[src/mcsp_map.svh]
// register offsets, field positions, reset values and counts of the clock block
`ifndef MCSP_MAP_SVH
`define MCSP_MAP_SVH
`define MCSP_OFS_SEL    5'h00
`define MCSP_OFS_PRE    5'h01
`define MCSP_OFS_LOCK   5'h02
`define MCSP_OFS_STAT   5'h03
`define MCSP_OFS_FAST   5'h10
`define MCSP_OFS_CALA   5'h11
`define MCSP_OFS_CALB   5'h12
`define MCSP_OFS_SLOW   5'h18
`define MCSP_OFS_XTAL   5'h1c
`define MCSP_OFS_GUARD  5'h1f
`define MCSP_SEL_RST    2'h0
`define MCSP_PRE_RST    8'h11
`define MCSP_RSB_BIT    1
`define MCSP_XEN_BIT    0
`define MCSP_XSEL_BIT   2
`define MCSP_CSUT_LSB   4
`define MCSP_PEN_BIT    0
`define MCSP_DIVISION_FIELD_LSB   1
`define MCSP_CALB_LOCK  7
`define MCSP_GUARD_KEY  8'h5a
`define MCSP_GUARD_CYC  3'h4
`define MCSP_OSC_EXTRA  8'h04
`define MCSP_EXT_EDGES  8'h02
`define MCSP_CSUT0      8'h10
`define MCSP_CSUT1      8'h20
`define MCSP_CSUT2      8'h40
`define MCSP_CSUT3      8'h80
`endif

[src/mcsp_pkg.sv]
// types shared by the main clock select and prescale block
package mcsp_pkg;
    typedef enum logic [1:0] {
        MCSP_SRC_FAST = 2'h0,
        MCSP_SRC_SLOW = 2'h1,
        MCSP_SRC_XTAL = 2'h2,
        MCSP_SRC_EXT  = 2'h3
    } mcsp_src_e;
    typedef enum logic [1:0] {
        MCSP_ACTIVE  = 2'h0,
        MCSP_IDLE    = 2'h1,
        MCSP_STANDBY = 2'h2,
        MCSP_PDOWN   = 2'h3
    } mcsp_sleep_e;
    typedef enum logic [1:0] {
        MCSP_SW_IDLE = 2'h0,
        MCSP_SW_WAIT = 2'h1,
        MCSP_SW_DONE = 2'h3
    } mcsp_sw_e;
endpackage

[src/mcsp_prescaler.sv]
// peripheral clock enable generator dividing the main clock
`timescale 1ns/1ps
`default_nettype none
module mcsp_prescaler (
    input  wire logic       clock,
    input  wire logic       rst_n,
    input  wire logic       prescale_enable,
    input  wire logic [3:0] division_field,
    output var  logic       per_clock_en
);
    logic [5:0] count_reg;
    logic [5:0] last_cnt;

    // division factor minus one; reserved codes fall back to divide by 2
    always_comb begin
        last_cnt = 6'h00;
        if (prescale_enable) begin
            unique case (division_field)
                4'h0:    last_cnt = 6'h01;
                4'h1:    last_cnt = 6'h03;
                4'h2:    last_cnt = 6'h07;
                4'h3:    last_cnt = 6'h0f;
                4'h4:    last_cnt = 6'h1f;
                4'h5:    last_cnt = 6'h3f;
                4'h8:    last_cnt = 6'h05;
                4'h9:    last_cnt = 6'h09;
                4'ha:    last_cnt = 6'h0b;
                4'hb:    last_cnt = 6'h17;
                4'hc:    last_cnt = 6'h2f;
                default: last_cnt = 6'h01;
            endcase
        end
    end

    // a shrunk factor restarts the count at once instead of wrapping
    always_ff @(posedge clock or negedge rst_n) begin
        if (!rst_n) begin
            count_reg    <= 6'h00;
            per_clock_en <= 1'b0;
        end else if (count_reg >= last_cnt) begin
            count_reg    <= 6'h00;
            per_clock_en <= 1'b1;
        end else begin
            count_reg    <= count_reg + 6'h01;
            per_clock_en <= 1'b0;
        end
    end
endmodule
`default_nettype wire

[src/mcsp_top.sv]
// main clock source selection, oscillator requests, calibration and prescaler
//
// Contract
// [RQ1] sources nobody requests or uses are switched off
// [RQ2] run-in-standby keeps an oscillator running except in power down
// [RQ3] run-in-standby sources serve requests with no start-up wait
// [RQ4] main clock always runs in active and idle
// [RQ5] standby runs main clock only on request or run-in-standby
// [RQ6] power down stops main clock after nonvolatile operations finish
// [RQ7] switch to external source completes only after enough edges
// [RQ8] while external switch waits, further selection changes are refused
// [RQ9] pending flag reads set during a source switch
// [RQ10] status flags report external clock and crystal stability
// [RQ11] peripheral clock is main clock divided by 1 to 64
// [RQ12] select and prescaler registers change only via guarded write
// [RQ13] reset selects fast internal oscillator and divide by six
// [RQ14] fast oscillator runs at 16 or 20 MHz per fuse
// [RQ15] internal sources enable automatically on peripheral request
// [RQ16] crystal serves only after software sets its enable bit
// [RQ17] calibration fields load from fuses at reset
// [RQ18] lock fuse makes calibration writes ineffective
// [RQ19] calibration locked when fast osc is main and lock enabled
// [RQ20] calibration fields change only via guarded write
// [RQ21] fast oscillator delivers after start-up plus 4 cycles
// [RQ22] software lowers main clock before calibration changes
// [RQ23] select field codes choose the four sources
// [RQ24] division field codes select the documented factors
// [RQ25] prescaler disabled means no division
`timescale 1ns/1ps
`default_nettype none
`include "mcsp_map.svh"
module mcsp_top (
    input  wire logic               clock,
    input  wire logic               rst_n,
    input  wire logic [4:0]         reg_addr,
    input  wire logic [7:0]         reg_wdata,
    input  wire logic               reg_write,
    input  wire logic               reg_read,
    output var  logic [7:0]         reg_rdata,
    input  wire mcsp_pkg::mcsp_sleep_e sleep_mode,
    input  wire logic               nvm_busy,
    input  wire logic [3:0]         periph_req,
    input  wire logic [3:0]         osc_started,
    input  wire logic [3:0]         osc_edge,
    input  wire logic               freq_select_fuse,
    input  wire logic [5:0]         center_cal_fuse,
    input  wire logic [3:0]         temp_cal_fuse,
    input  wire logic               osc_cal_lock_fuse,
    output var  logic [3:0]         src_enable,
    output var  mcsp_pkg::mcsp_src_e main_src,
    output var  logic               main_clock_run,
    output var  logic               per_clock_en,
    output var  logic               fast_osc_20m,
    output var  logic [5:0]         center_freq_cal,
    output var  logic [3:0]         temp_slope_cal,
    output var  logic               crystal_ext_input
);
    import mcsp_pkg::*;

    // ----
    // register state
    // ----
    logic [1:0] sel_reg;
    logic       pen_reg;
    logic [3:0] division_field_reg;
    logic       lock_en_reg;
    logic [2:0] rsb_reg;
    logic       xtal_en_reg;
    logic [1:0] csut_reg;
    logic [2:0] guard_reg;
    logic       loaded_reg;
    mcsp_src_e  target_reg;
    mcsp_sw_e   sw_reg;
    logic [3:0] stable;
    logic [3:0] src_want;
    logic [3:0] need_main;
    logic       run_next;
    logic       guard_ok;
    logic       cal_locked;
    logic       wr_sel;
    logic [7:0] rd_value;

    assign guard_ok = (guard_reg != 3'h0);
    assign wr_sel   = reg_write && guard_ok && (reg_addr == `MCSP_OFS_SEL);

    // ----
    // write guard
    // ----
    // [RQ12] key opens window
    always_ff @(posedge clock or negedge rst_n) begin
        if (!rst_n) begin
            guard_reg <= 3'h0;
        end else if (reg_write && reg_addr == `MCSP_OFS_GUARD
                     && reg_wdata == `MCSP_GUARD_KEY) begin
            guard_reg <= `MCSP_GUARD_CYC;
        end else if (guard_ok) begin
            guard_reg <= guard_reg - 3'h1;
        end
    end

    // ----
    // control registers
    // ----
    // [RQ13] reset defaults
    always_ff @(posedge clock or negedge rst_n) begin
        if (!rst_n) begin
            pen_reg  <= 1'(`MCSP_PRE_RST >> `MCSP_PEN_BIT);
            division_field_reg <= 4'((`MCSP_PRE_RST) >> `MCSP_DIVISION_FIELD_LSB);
        end else if (reg_write && guard_ok && reg_addr == `MCSP_OFS_PRE) begin
            // [RQ12] guarded prescaler
            pen_reg  <= reg_wdata[`MCSP_PEN_BIT];
            division_field_reg <= reg_wdata[`MCSP_DIVISION_FIELD_LSB +: 4];
        end
    end

    always_ff @(posedge clock or negedge rst_n) begin
        if (!rst_n) begin
            lock_en_reg <= 1'b0;
            rsb_reg     <= 3'h0;
            xtal_en_reg <= 1'b0;
            csut_reg    <= 2'h0;
            crystal_ext_input <= 1'b0;
        end else if (reg_write && guard_ok) begin
            unique case (reg_addr)
                `MCSP_OFS_LOCK: lock_en_reg <= reg_wdata[0];
                `MCSP_OFS_FAST: rsb_reg[0] <= reg_wdata[`MCSP_RSB_BIT];
                `MCSP_OFS_SLOW: rsb_reg[1] <= reg_wdata[`MCSP_RSB_BIT];
                `MCSP_OFS_XTAL: begin
                    // [RQ16] crystal enable bit
                    xtal_en_reg       <= reg_wdata[`MCSP_XEN_BIT];
                    rsb_reg[2]        <= reg_wdata[`MCSP_RSB_BIT];
                    crystal_ext_input <= reg_wdata[`MCSP_XSEL_BIT];
                    csut_reg          <= reg_wdata[`MCSP_CSUT_LSB +: 2];
                end
                default: ;
            endcase
        end
    end

    // ----
    // calibration and fuse capture
    // ----
    assign cal_locked = osc_cal_lock_fuse
                        || (main_src == MCSP_SRC_FAST && lock_en_reg);

    // fuses are caught on the first edge after reset release
    always_ff @(posedge clock or negedge rst_n) begin
        if (!rst_n) begin
            loaded_reg      <= 1'b0;
            center_freq_cal <= 6'h00;
            temp_slope_cal  <= 4'h0;
            fast_osc_20m    <= 1'b0;
        end else if (!loaded_reg) begin
            // [RQ17] fuse load
            loaded_reg      <= 1'b1;
            center_freq_cal <= center_cal_fuse;
            temp_slope_cal  <= temp_cal_fuse;
            // [RQ14] frequency fuse
            fast_osc_20m    <= freq_select_fuse;
        end else if (reg_write && guard_ok && !cal_locked) begin
            // [RQ18] [RQ19] [RQ20] locked or unguarded writes dropped
            if (reg_addr == `MCSP_OFS_CALA) begin
                center_freq_cal <= reg_wdata[5:0];
            end
            if (reg_addr == `MCSP_OFS_CALB) begin
                temp_slope_cal <= reg_wdata[3:0];
            end
        end
    end

    // ----
    // main clock run control
    // ----
    always_comb begin
        run_next = 1'b1;
        unique case (sleep_mode)
            // [RQ4] always on
            MCSP_ACTIVE,
            MCSP_IDLE:    run_next = 1'b1;
            // [RQ5] standby on demand
            MCSP_STANDBY: run_next = periph_req[main_src]
                                     || (main_src != MCSP_SRC_EXT
                                         && rsb_reg[main_src]);
            // [RQ6] wait for nvm
            MCSP_PDOWN:   run_next = nvm_busy;
        endcase
    end

    always_ff @(posedge clock or negedge rst_n) begin
        if (!rst_n) begin
            main_clock_run <= 1'b1;
        end else begin
            main_clock_run <= run_next;
        end
    end

    // ----
    // per-source request, sync and stability
    // ----
    genvar gi;
    generate
        for (gi = 0; gi < 4; gi++) begin : g_src
            logic       edge_s1;
            logic       edge_s2;
            logic       edge_s3;
            logic       start_s1;
            logic       start_s2;
            logic [7:0] cnt_reg;
            logic [7:0] need;
            logic       stable_reg;
            logic       keep;

            assign keep = (gi < 3) && rsb_reg[gi % 3]
                          && sleep_mode != MCSP_PDOWN;
            assign need_main[gi] = (main_src == gi && run_next)
                || (sw_reg == MCSP_SW_WAIT && target_reg == gi);
            // [RQ1] [RQ2] [RQ15] demand-driven enable
            assign src_want[gi] = (periph_req[gi] || need_main[gi] || keep)
                && (gi != MCSP_SRC_XTAL || xtal_en_reg);
            assign stable[gi] = stable_reg;

            always_comb begin
                need = `MCSP_OSC_EXTRA;
                if (gi == MCSP_SRC_EXT
                    || (gi == MCSP_SRC_XTAL && crystal_ext_input)) begin
                    need = `MCSP_EXT_EDGES;
                end else if (gi == MCSP_SRC_XTAL) begin
                    unique case (csut_reg)
                        2'h0: need = `MCSP_CSUT0;
                        2'h1: need = `MCSP_CSUT1;
                        2'h2: need = `MCSP_CSUT2;
                        2'h3: need = `MCSP_CSUT3;
                    endcase
                end
            end

            always_ff @(posedge clock or negedge rst_n) begin
                if (!rst_n) begin
                    edge_s1  <= 1'b0;
                    edge_s2  <= 1'b0;
                    edge_s3  <= 1'b0;
                    start_s1 <= 1'b0;
                    start_s2 <= 1'b0;
                end else begin
                    edge_s1  <= osc_edge[gi];
                    edge_s2  <= edge_s1;
                    edge_s3  <= edge_s2;
                    start_s1 <= osc_started[gi];
                    start_s2 <= start_s1;
                end
            end

            // [RQ21] start-up then counted cycles
            always_ff @(posedge clock or negedge rst_n) begin
                if (!rst_n) begin
                    cnt_reg    <= 8'h00;
                    stable_reg <= 1'b0;
                end else if (!src_enable[gi] || !start_s2) begin
                    cnt_reg    <= 8'h00;
                    stable_reg <= 1'b0;
                end else if (!stable_reg && edge_s2 && !edge_s3) begin
                    cnt_reg    <= cnt_reg + 8'h01;
                    stable_reg <= (cnt_reg + 8'h01) >= need;
                end
            end
        end
    endgenerate

    // [RQ3] kept sources stay stable, so requests see no delay
    always_ff @(posedge clock or negedge rst_n) begin
        if (!rst_n) begin
            src_enable <= 4'h1;
        end else begin
            src_enable <= src_want;
        end
    end

    // ----
    // main clock source switch
    // ----
    // the fast oscillator is main out of reset, so its enable starts high
    always_ff @(posedge clock or negedge rst_n) begin
        if (!rst_n) begin
            sw_reg     <= MCSP_SW_IDLE;
            sel_reg    <= `MCSP_SEL_RST;
            target_reg <= MCSP_SRC_FAST;
            main_src   <= MCSP_SRC_FAST;
        end else begin
            unique case (sw_reg)
                MCSP_SW_IDLE: begin
                    // [RQ12] [RQ23] guarded select
                    if (wr_sel && reg_wdata[1:0] != main_src) begin
                        sel_reg    <= reg_wdata[1:0];
                        target_reg <= mcsp_src_e'(reg_wdata[1:0]);
                        sw_reg     <= MCSP_SW_WAIT;
                    end
                end
                MCSP_SW_WAIT: begin
                    // [RQ8] selection frozen while waiting
                    // [RQ7] switch on stable edges
                    if (stable[target_reg]) begin
                        main_src <= target_reg;
                        sw_reg   <= MCSP_SW_DONE;
                    end
                end
                MCSP_SW_DONE: sw_reg <= MCSP_SW_IDLE;
            endcase
        end
    end

    // ----
    // prescaler
    // ----
    // [RQ11] [RQ24] [RQ25] divided enable
    mcsp_prescaler u_pre (
        .clock           (clock),
        .rst_n           (rst_n),
        .prescale_enable (pen_reg),
        .division_field  (division_field_reg),
        .per_clock_en    (per_clock_en)
    );

    // ----
    // read port
    // ----
    always_comb begin
        rd_value = 8'h00;
        unique case (reg_addr)
            `MCSP_OFS_SEL:  rd_value = {6'h00, sel_reg};
            `MCSP_OFS_PRE:  rd_value = {3'h0, division_field_reg, pen_reg};
            `MCSP_OFS_LOCK: rd_value = {7'h00, lock_en_reg};
            // [RQ9] [RQ10] status flags
            `MCSP_OFS_STAT: rd_value = {stable, 3'h0,
                                        sw_reg != MCSP_SW_IDLE};
            `MCSP_OFS_FAST: rd_value = {6'h00, rsb_reg[0], 1'b0};
            `MCSP_OFS_CALA: rd_value = {2'h0, center_freq_cal};
            `MCSP_OFS_CALB: rd_value = {osc_cal_lock_fuse, 3'h0,
                                        temp_slope_cal};
            `MCSP_OFS_SLOW: rd_value = {6'h00, rsb_reg[1], 1'b0};
            `MCSP_OFS_XTAL: rd_value = {2'h0, csut_reg, 1'b0,
                                        crystal_ext_input, rsb_reg[2],
                                        xtal_en_reg};
            default:        rd_value = 8'h00;
        endcase
    end

    // read data valid only in the cycle after the strobe
    always_ff @(posedge clock or negedge rst_n) begin
        if (!rst_n) begin
            reg_rdata <= 8'h00;
        end else begin
            reg_rdata <= reg_read ? rd_value : 8'h00;
        end
    end
endmodule
`default_nettype wire

[config.mk]
export PLATFORM = sky130hd
export DESIGN_NAME = mcsp_top
export DESIGN_NICKNAME = d
export VERILOG_FILES = /design/src/mcsp_pkg.sv /design/src/mcsp_prescaler.sv /design/src/mcsp_top.sv
export VERILOG_INCLUDE_DIRS = /design/src /design/src/src
export SDC_FILE = /design/constraint.sdc
export NUM_CORES = 1
export LEC_CHECK = 0
export ABC_CLOCK_PERIOD_IN_PS = 6800
export BUFFER_PORTS_ARGS = -buffer_cell sky130_fd_sc_hd__buf_4
export CORE_MARGIN = 8
export CORE_UTILIZATION = 44
export DETAILED_ROUTE_END_ITERATION = 12
export GPL_ROUTABILITY_DRIVEN = 0
export PLACE_DENSITY = 0.71
export REMOVE_ABC_BUFFERS = 1
export SETUP_SLACK_MARGIN = 0.1
export SLEW_MARGIN = 30
export SYNTH_ARGS = -nofsm -noshare
export SYNTH_HDL_FRONTEND = slang
export SYNTH_SLANG_ARGS = --single-unit
export TNS_END_PERCENT = 10
[constraint.sdc]
create_clock -name clock -period 6.8 [get_ports clock]
set_input_delay 1.02 -clock clock [delete_from_list [all_inputs] [get_ports clock]]
set_output_delay 1.02 -clock clock [all_outputs]
set_load 0.005 [all_outputs]
==> out/metrics.csv, run 1 <==
stage;metric;value;unit
route;Residual DRC;0;
route;Via density;5.31;
route;DR vias;4197;
synthesis;Synth Area in Adders;5.33;%
floorplanning;DIE WIDTH;129;microns
cts;Max H-tree Level;3;
synthesis;Seq cells post-synth;110;
sta;setup_tns;0;ns
route;WL final;12800;microns
critical_path;worst-path fanout max;7;
final_layout;P&R area growth vs syn;17.3;%
floorplanning;die area;16700;sq um
cts;CTS tree;yes;
critical_path;worst path arrival time;2.70;ns
synthesis;synth top area cells;dfrtp_1 (47%), nor2_1 (5.9%), ha_1 (5.3%);
global_routing;All-Layer GR Usage;16.1;%
cts;TritonCTS buffer count;9;
synthesis;asr flop ratio synth;100;%
final_layout;Ant. Diodes;0;
sta;Setup Skew;0.00805;ns
critical_path;CP required;7.03;ns
floorplanning;Row Count;41;
synthesis;post-synth top area cell;dfrtp_1;
global_routing;global-route wire length before repair;21300;microns
final_layout;filler cell count;1097;
floorplanning;Die Ht;129;microns
final_layout;layout cells sized above 1;20.4;%
critical_path;CP startpoint kind;flip-flop;
sta;Max Freq;0.405;GHz
final_layout;max reg flops;32;
synthesis;Synth Flop Type;dfrtp_1;
route;Antenna Nets Post-Route;0;
job;max cap viols;0;
synthesis;Yosys top cell area share;47.1;%
power_and_ir_drop;VDD IR-drop max;0.146;mV
sta;period utilisation layout;36.3;%
synthesis;count of cell types in the netlist;60;
synthesis;main combinational cell family by area after synthesis;simple AND/OR/NAND/NOR gates;
global_routing;pin count of the biggest net entering global routing;70;
floorplanning;IO Count;72;
sta;Final setup viols;0;
placed_design;Detailed Place HPWL;9210;microns
floorplanning;Core ar.;12600;sq um
cts;clock tree buffer depth;2;
synthesis;fraction of the mapped netlist area in compound gates;9.31;%
synthesis;synth warn;0;
synthesis;Post-synth EDFFs;0;
hold_path;Hold WC Path Type;reg -> reg;
cts;Root Buffer;clkbuf_16;
synthesis;sequential area share after synthesis;49.0;%
global_routing;vias in the first global route;4248;
sta;RSZ-0062 raised after global routing;false;
sta;Worst Tran Pin Value;0.819;ns
global_routing;grt ovf;0;
synthesis;mux contribution to synthesized area;8.29;%
synthesis;xor and xnor area share after synthesis;6.53;%
cts;Resized cells post-CTS;0;
cts;worst-skew pair later-pin latency;0.36;ns
sta;fin worst setup slack;4.33;ns
cts;CTS Sinks;110;
route;drt initial violations;252;
sta;final hold violation count;0;
sta;Slew HR;45.3;%
cts;Clk pin slew, worst setup/hold paths;0.08;ns
placed_design;PortBufs;71;
synthesis;Simple-Gate Fraction of Synth Area;19.2;%
placed_design;Post-Place Worst Slack;4.28;ns
final_layout;nets@finish;681;
power_and_ir_drop;leak pwr;2.98;nW
cts;Setup Buffers After CTS;0;
synthesis;Mapped Area;5630;sq um
floorplanning;Initial Utilization;44.8;%
synthesis;cells after synthesis;546;
critical_path;Worst Setup Path Type;reg -> reg;
global_routing;initial antenna violation count;0;
run_status;status;finished, final reports clean;
cts;CTS Hold Buffers Added;0;
route;drt pass-1 iters;4;
sta;fin crit period;2.47;ns
route;routed length per instance;16.2;microns
critical_path;Critical Path End Type;flip-flop;
sta;Slew Viols, Final;0;
synthesis;syn avg cell area;10.3;sq um
power_and_ir_drop;Pwr Density;245;nW/um^2
## cell usage in the layout, fill, tap and decap left out, types with 8 or more instances in the layout
master / n
a21oi_1: 29
buf_4: 71
clkbuf_16: 9
dfrtp_1: 106
ha_1: 24
inv_1: 14
mux2_2: 13
mux2i_1: 20
nand2_1: 48
nand3_1: 17
nand4_1: 8
nor2_1: 89
nor3_1: 12
o21ai_0: 11
xnor2_1: 19
xor2_1: 23
## final cells by class
| type | instances | area [sq um] | area share (%) |
|---|---|---|---|
| Inverter | 14 | 52.6 | 0.796 |
| Clock inverter | 6 | 53.8 | 0.815 |
| Sequential cell | 110 | 2760 | 41.8 |
| Tap cell | 172 | 215 | 3.26 |
| Timing Repair Buffer | 72 | 544 | 8.24 |
| Clock buffer | 10 | 239 | 3.62 |
| Multi-Input combinational cell | 406 | 2740 | 41.5 |
## Yosys cell counts, types with 11 or more instances
library cell and n:
a21oi_1 29, o21ai_0 11, mux2i_1 20, inv_1 14, ha_1 24, dfrtp_1 106
nand3_1 17, nor2_1 89, xor2_1 23, nor3_1 12, nand2_1 48, mux2_2 13
xnor2_1 19
## metal layers
metal	GRT usage, %	vias to the layer above	share of wire [%]
met5	0	-	0
met4	6.57	0	1.7
met3	3.74	14	5.7
met2	24.7	108	45
met1	21.5	2036	48
li1	-	2039	-
## worst paths after layout
| check | from | to | slack, ns | cells after the start |
|---|---|---|---|---|
| max reg2reg | division_field_reg[1] | u_pre.count_reg[4] | 4.33 | 9 |
| max in group asynchronous | rst_n | main_src[0] | 5.15 | 2 |
| min | g_src[0].start_s1 | g_src[0].start_s2 | 0.35 | 0 |
| max | division_field_reg[1] | u_pre.count_reg[4] | 4.33 | 9 |
| min in group asynchronous | rst_n | g_src[1].start_s2 | 0.64 | 1 |
| min reg2reg | g_src[0].start_s1 | g_src[0].start_s2 | 0.35 | 0 |
## critical path, cell delays in order, from the launching register on
cell and delay (ns):
dfrtp_1 0.44, inv_1 0.15, ha_1 0.33, mux4_2 0.49, nand2_1 0.09, ha_1 0.14, nand2_1 0.06, o21a_1 0.18
o21ai_1 0.36, nor2_1 0.10
## metrics by stage
step,util (%),power (mW),std cells,cell area (sq um),hold WS (ns)
6_report,52.6,1.62,790,6610,0.349
5_1_grt,52.6,1.71,790,6610,0.356
4_1_cts,52.5,1.64,790,6600,0.351
3_5_place_dp,50.2,1.10,774,6310,0.335
3_3_place_gp,50.2,1.09,774,6310,0.333
2_1_floorplan,-,0.977,530,5550,0.331
## cells by family (layout without fill, tap and decap cells)
group | Yosys count | in the layout
AOI/OAI and AO/OA | 80 | 80
xor gates and xnor gates | 42 | 42
adders and majority gates | 24 | 24
buffers and inverters | 30 | 102
DFF | 110 | 110
muxes | 40 | 40
other | 1 | 1
and+or+nand+nor | 219 | 219
## where the power goes
group / internal, mW / switching [mW]
registers: 0.715 / 0.0695
clock network: 0.265 / 0.259
logic: 0.152 / 0.159
Power figures use the tool's default switching activity.
==> run 2, diff against run 1 <==
--- a/config.mk
+++ b/config.mk
@@ -6,13 +6,13 @@
 export SDC_FILE = /design/constraint.sdc
 export NUM_CORES = 1
 export LEC_CHECK = 0
-export ABC_CLOCK_PERIOD_IN_PS = 6800
+export ABC_CLOCK_PERIOD_IN_PS = 2150
 export BUFFER_PORTS_ARGS = -buffer_cell sky130_fd_sc_hd__buf_4
 export CORE_MARGIN = 8
 export CORE_UTILIZATION = 44
 export DETAILED_ROUTE_END_ITERATION = 12
 export GPL_ROUTABILITY_DRIVEN = 0
-export PLACE_DENSITY = 0.71
+export PLACE_DENSITY = 0.74
 export REMOVE_ABC_BUFFERS = 1
 export SETUP_SLACK_MARGIN = 0.1
 export SLEW_MARGIN = 30
==> constraint.sdc (replaced) <==
create_clock -name clock -period 2.15 [get_ports clock]
set_input_delay 0.3225 -clock clock [delete_from_list [all_inputs] [get_ports clock]]
set_output_delay 0.3225 -clock clock [all_outputs]
set_load 0.005 [all_outputs]
==> out/metrics.csv, run 2 (synthesis gave the netlist of run 1 again) <==
stage;metric;value;unit
floorplanning;Initial Utilization;44.8;%
final_layout;filler cell count;1053;
sta;Max Freq;0.470;GHz
route;WL final;13600;microns
route;drt pass-1 iters;4;
route;routed length per instance;16.8;microns
cts;TritonCTS buffer count;9;
power_and_ir_drop;VDD IR-drop max;0.545;mV
run_status;status;finished, final reports clean;
route;drt initial violations;306;
route;Via density;5.38;
final_layout;Finished Layout Cells;809;
sta;period utilisation layout;98.9;%
power_and_ir_drop;leak pwr;3.11;nW
cts;CTS tree;yes;
critical_path;CP required;2.39;ns
global_routing;global-route wire length before repair;22700;microns
final_layout;commonest non-fill, non-tap cell in the layout;dfrtp_1;
cts;clock tree buffer depth;2;
global_routing;vias in the first global route;4587;
sta;fin worst setup slack;0.0237;ns
final_layout;footprint of the multi-input gates;2860;sq um
sta;Final setup viols;0;
critical_path;Worst Setup Path Type;reg -> reg;
global_routing;grt ovf;0;
final_layout;Ant. Diodes;0;
critical_path;worst path arrival time;2.37;ns
cts;Clk pin slew, worst setup/hold paths;0.07;ns
power_and_ir_drop;total design power;5.68;mW
floorplanning;die area;16700;sq um
power_and_ir_drop;Pwr Density;818;nW/um^2
final_layout;post-route cell area;6940;sq um
critical_path;worst-path fanout max;7;
cts;worst-skew pair later-pin latency;0.36;ns
sta;RSZ-0062 raised after global routing;true;
final_layout;max reg flops;32;
sta;Setup Skew;0.00988;ns
floorplanning;Row Count;41;
global_routing;All-Layer GR Usage;17.2;%
critical_path;Critical Path End Type;flip-flop;
sta;final hold violation count;0;
placed_design;Placed Instances;789;
job;max cap viols;0;
global_routing;pin count of the biggest net entering global routing;49;
hold_path;Hold WC Path Type;in -> reg;
placed_design;Post-Place Worst Slack;-0.193;ns
route;Residual DRC;0;
sta;Slew Viols, Final;0;
cts;Max H-tree Level;3;
placed_design;PortBufs;71;
final_layout;layout cells sized above 1;25.7;%
floorplanning;DIE WIDTH;129;microns
floorplanning;IO Count;72;
sta;fin crit period;2.13;ns
placed_design;Post-DP Area;6430;sq um
floorplanning;Core ar.;12600;sq um
floorplanning;Die Ht;129;microns
final_layout;FF/Latch Area;2760;sq um
final_layout;nets@finish;700;
global_routing;initial antenna violation count;0;
cts;CTS Sinks;110;
final_layout;most frequent cells in the layout;dfrtp_1 (105), buf_4 (88), nor2_1 (87);
route;DR vias;4356;
final_layout;P&R area growth vs syn;23.3;%
placed_design;Detailed Place HPWL;9800;microns
cts;Root Buffer;clkbuf_16;
critical_path;CP startpoint kind;flip-flop;
route;Antenna Nets Post-Route;0;
## run 2: worst max-delay path, stage by stage, from the launching register on
cell and delay [ns]:
dfrtp_1 0.42, inv_2 0.07, buf_4 0.16, ha_1 0.31, o21ai_2 0.14, nand2_2 0.08
ha_4 0.27, nand2_2 0.05, o21a_1 0.19, o21ai_4 0.24, nor2_1 0.08
## run 2: power breakdown
group	total (mW)	internal [mW]	switching (mW)	leakage (nW)
Clock	1.96	1.20	0.761	0.168
Sequential	2.47	2.26	0.209	1.41
Combinational	1.25	0.633	0.614	1.54
Total	5.68	4.10	1.58	3.11
## run 2: final timing paths
| path | depth (start not counted) | startpoint | slack, ns | endpoint |
|---|---|---|---|---|
| worst max-delay path | 10 | division_field_reg[1] | 0.02 | u_pre.count_reg[2] |
| min in group asynchronous | 2 | rst_n | 0.45 | g_src[0].edge_s3 |
| worst min-delay path | 1 | osc_started[3] | 0.07 | g_src[3].start_s1 |
| worst min register to register | 0 | g_src[2].start_s1 | 0.35 | g_src[2].start_s2 |
| worst max register to register | 10 | division_field_reg[1] | 0.02 | u_pre.count_reg[2] |
| max in group asynchronous | 3 | rst_n | 0.99 | pen_reg |
## run 2: area by class of cell
cell class | instances | share of cell area (%)
sequential | 110 | 39.7
multi-input combinational | 406 | 41.1
clock inverter | 5 | 1.51
timing repair buffer | 91 | 10.1
tap | 172 | 3.10
inverter | 14 | 0.757
clock buffer | 11 | 3.64
## run 2: metrics by stage
stage / hold WS (ns) / TNS (ns) / util [%]
finish: 0.0747 / 0 / 55.2
global route: 0.0553 / -0.249 / 55.2
CTS: 0.0614 / 0 / 54.8
detailed placement: 0.302 / -1.20 / 51.2
global placement: 0.295 / -0.298 / 51.2
floorplan: 0.0269 / -0.0157 / -
## run 2: per-layer routing
| metal | track usage (%) | vias up | wire length [microns] |
|---|---|---|---|
| li1 | - | 2071 | - |
| met1 | 21.7 | 2147 | 6000 |
| met2 | 27.2 | 120 | 6530 |
| met3 | 5.09 | 18 | 779 |
| met4 | 6.43 | 0 | 252 |
| met5 | 0 | - | 0 |
## run 2: repair_timing
| item | in CTS | in global routing |
|---|---|---|
| resized for setup | 14 | 15 |
| endpoints found under the setup margin | 7 | 13 |
| hold endpoints to repair | 28 | 0 |
| buffers inserted | 3 | 0 |
| hold buffers | 1 | 0 |
| pin swaps | 10 | 6 |
==> run 3, diff against run 2 <==
--- a/config.mk
+++ b/config.mk
@@ -18,5 +18,6 @@
 export SLEW_MARGIN = 30
 export SYNTH_ARGS = -nofsm -noshare
 export SYNTH_HDL_FRONTEND = slang
+export SYNTH_HIERARCHICAL = 1
 export SYNTH_SLANG_ARGS = --single-unit
 export TNS_END_PERCENT = 10
==> out/metrics.csv, run 3 <==
stage;metric;value;unit
run_status;status;finished, final reports clean;
floorplanning;die area;16800;sq um
critical_path;worst-path cell chain;buf_4, ha_2, mux4_2, nand2_2, ha_4, a21oi_4, o21ai_4, a211oi_2;
synthesis;most numerous cell in the Yosys netlist;dfrtp_1;
synthesis;Seq cells post-synth;110;
synthesis;syn avg cell area;10.4;sq um
cts;CTS tree;yes;
cts;Root Buffer;clkbuf_16;
critical_path;Critical Path End Type;flip-flop;
critical_path;RR Endpoint;u_pre/count_reg[3];
floorplanning;DIE WIDTH;130;microns
synthesis;Post-synth EDFFs;0;
synthesis;Synth Flop Type;dfrtp_1;
sta;Slew HR;57.4;%
sta;Slew Viols, Final;0;
placed_design;Detailed Place HPWL;9860;microns
sta;Final setup viols;0;
cts;Max H-tree Level;3;
hold_path;number of cells on the worst hold path;1;
cts;clock tree buffer depth;2;
critical_path;CP startpoint kind;flip-flop;
route;DR vias;4425;
final_layout;most frequent cells in the layout;dfrtp_1 (106), buf_4 (84), nor2_1 (65);
final_layout;P&R area growth vs syn;20.6;%
hold_path;hold_sp;osc_started[3];
route;Residual DRC;0;
route;WL final;13500;microns
placed_design;PortBufs;71;
synthesis;asr flop ratio synth;100;%
power_and_ir_drop;leak pwr;3.00;nW
critical_path;Worst Reg-to-Reg Cells;8;
sta;final hold violation count;0;
synthesis;list of most frequent post-synthesis cells;dfrtp_1 (106), nor2_1 (66), nand2_1 (45);
floorplanning;Initial Utilization;45.1;%
job;max cap viols;0;
global_routing;pin count of the biggest net entering global routing;39;
floorplanning;Die Ht;130;microns
critical_path;slowest CP cell;mux4_2;
critical_path;CP top delay family;multiplexers;
critical_path;CP required;2.41;ns
final_layout;filler cell count;1133;
global_routing;grt ovf;0;
floorplanning;IO Count;72;
sta;RSZ-0062 raised after global routing;true;
hold_path;hold endpoint;g_src[3].start_s1;
sta;Setup Skew;0.00762;ns
critical_path;WP buf/inv;1;
power_and_ir_drop;Pwr Density;776;nW/um^2
final_layout;nets@finish;696;
hold_path;Hold WC Path Type;in -> reg;
synthesis;cells after synthesis;550;
global_routing;vias in the first global route;4544;
final_layout;post-layout util;54.4;%
global_routing;All-Layer GR Usage;17.2;%
final_layout;post-route cell area;6870;sq um
final_layout;max reg flops;32;
critical_path;worst-path fanout max;7;
critical_path;Worst Setup Path Type;reg -> reg;
sta;Max Freq;0.491;GHz
global_routing;global-route wire length before repair;22900;microns
critical_path;worst path arrival time;2.29;ns
route;drt initial violations;244;
placed_design;Post-DP Area;6450;sq um
sta;period utilisation layout;94.7;%
route;Via density;5.50;
synthesis;synth top area cells;dfrtp_1 (47%), ha_1 (5.3%), nor2_1 (4.3%);
route;drt pass-1 iters;5;
synthesis;count of cell types in the netlist;69;
synthesis;Mapped Area;5700;sq um
route;routed length per instance;16.8;microns
critical_path;R2R setup slack;0.11;ns
final_layout;commonest non-fill, non-tap cell in the layout;dfrtp_1;
floorplanning;Row Count;41;
sta;fin crit period;2.04;ns
cts;Clk pin slew, worst setup/hold paths;0.07;ns
critical_path;worst stage delay on the critical path;0.46;ns
synthesis;Yosys top cell area share;46.6;%
critical_path;worst flop-to-flop path startpoint;division_field_reg[0];
floorplanning;Core ar.;12600;sq um
final_layout;Ant. Diodes;0;
power_and_ir_drop;VDD IR-drop max;0.444;mV
route;Antenna Nets Post-Route;0;
synthesis;sequential area share after synthesis;48.4;%
synthesis;post-synth top area cell;dfrtp_1;
synthesis;synth warn;6;
final_layout;layout cells sized above 1;24.6;%
cts;TritonCTS buffer count;9;
cts;worst-skew pair later-pin latency;0.36;ns
sta;Worst Tran Pin Value;0.640;ns
cts;CTS Sinks;110;
global_routing;initial antenna violation count;0;
-- run 3: layout make-up --
class                           count  area [sq um]  share of cell area (%)
Sequential cell                   110          2760                    40.2
Multi-Input combinational cell    407          2890                    42.1
Inverter                           14          52.6                   0.765
Tap cell                          172           215                    3.13
Clock inverter                      2          35.0                   0.510
Timing Repair Buffer               86           661                    9.62
Clock buffer                       14           254                    3.70
-- run 3: cell families after synthesis --
logic type | count (synthesis) | synth area share, %
compound gates | 91 | 10.6
buf+inv | 33 | 2.55
other cells | 1 | 0.0658
mux | 34 | 6.83
simple gates | 215 | 19.8
flops | 110 | 48.4
xor+xnor | 42 | 6.46
fa+ha+maj | 24 | 5.27
-- run 3: worst max path at each step --
stage	startpoint	to	slack, ns	cells past startpoint
final	division_field_reg[0]	u_pre/count_reg[3]	0.11	8
after global placement	division_field_reg[0]	u_pre/count_reg[1]	0.005	8
after CTS	division_field_reg[0]	u_pre/count_reg[3]	0.11	8
after floorplan	division_field_reg[1]	u_pre/count_reg[0]	0.03	8
after detailed placement	division_field_reg[1]	u_pre/count_reg[3]	-0.16	8
after global routing	guard_reg[0]	target_reg[0]	0.03	7
-- run 3: through the flow --
| step | setup slack, ns | power, mW | instances | hold WS (ns) | setup TNS (ns) |
|---|---|---|---|---|---|
| 2_1_floorplan | 0.0282 | 3.12 | 531 | 0.0269 | 0 |
| 3_3_place_gp | 0.00467 | 3.51 | 785 | 0.276 | 0 |
| 3_5_place_dp | -0.157 | 3.58 | 785 | 0.277 | -0.702 |
| 4_1_cts | 0.106 | 5.34 | 804 | 0.0555 | 0 |
| 5_1_grt | 0.0317 | 5.62 | 805 | 0.0546 | 0 |
| 6_report | 0.114 | 5.33 | 805 | 0.0700 | 0 |
-- run 3: per-layer routing --
metal	up-vias	GRT usage (%)	wire length, microns
li1	2097	-	-
met1	2189	21.9	6030
met4	0	7.79	333
met2	111	27.6	6560
met5	-	0	0
met3	28	3.88	602
-- run 3: report_power, final --
part,internal [mW],switching [mW]
Sequential,2.28,0.234
Clock,0.936,0.716
Combinational,0.579,0.589
-- run 3: worst register-to-register path, cell delays in order, from the launching register on --
cell	delay (ns)
dfrtp_1	0.41
buf_4	0.16
ha_2	0.18
mux4_2	0.46
nand2_2	0.09
ha_4	0.21
a21oi_4	0.13
o21ai_4	0.11
a211oi_2	0.20
-- run 3: timing repair --
action / 4_1_cts / 5_1_grt
pin swaps: 8 / 5
hold buffers: 1 / 0
setup buffers: 2 / 1
setup endpoints to repair: 7 / 12
hold endpoints to repair: 23 / 0
gates resized for setup: 13 / 7
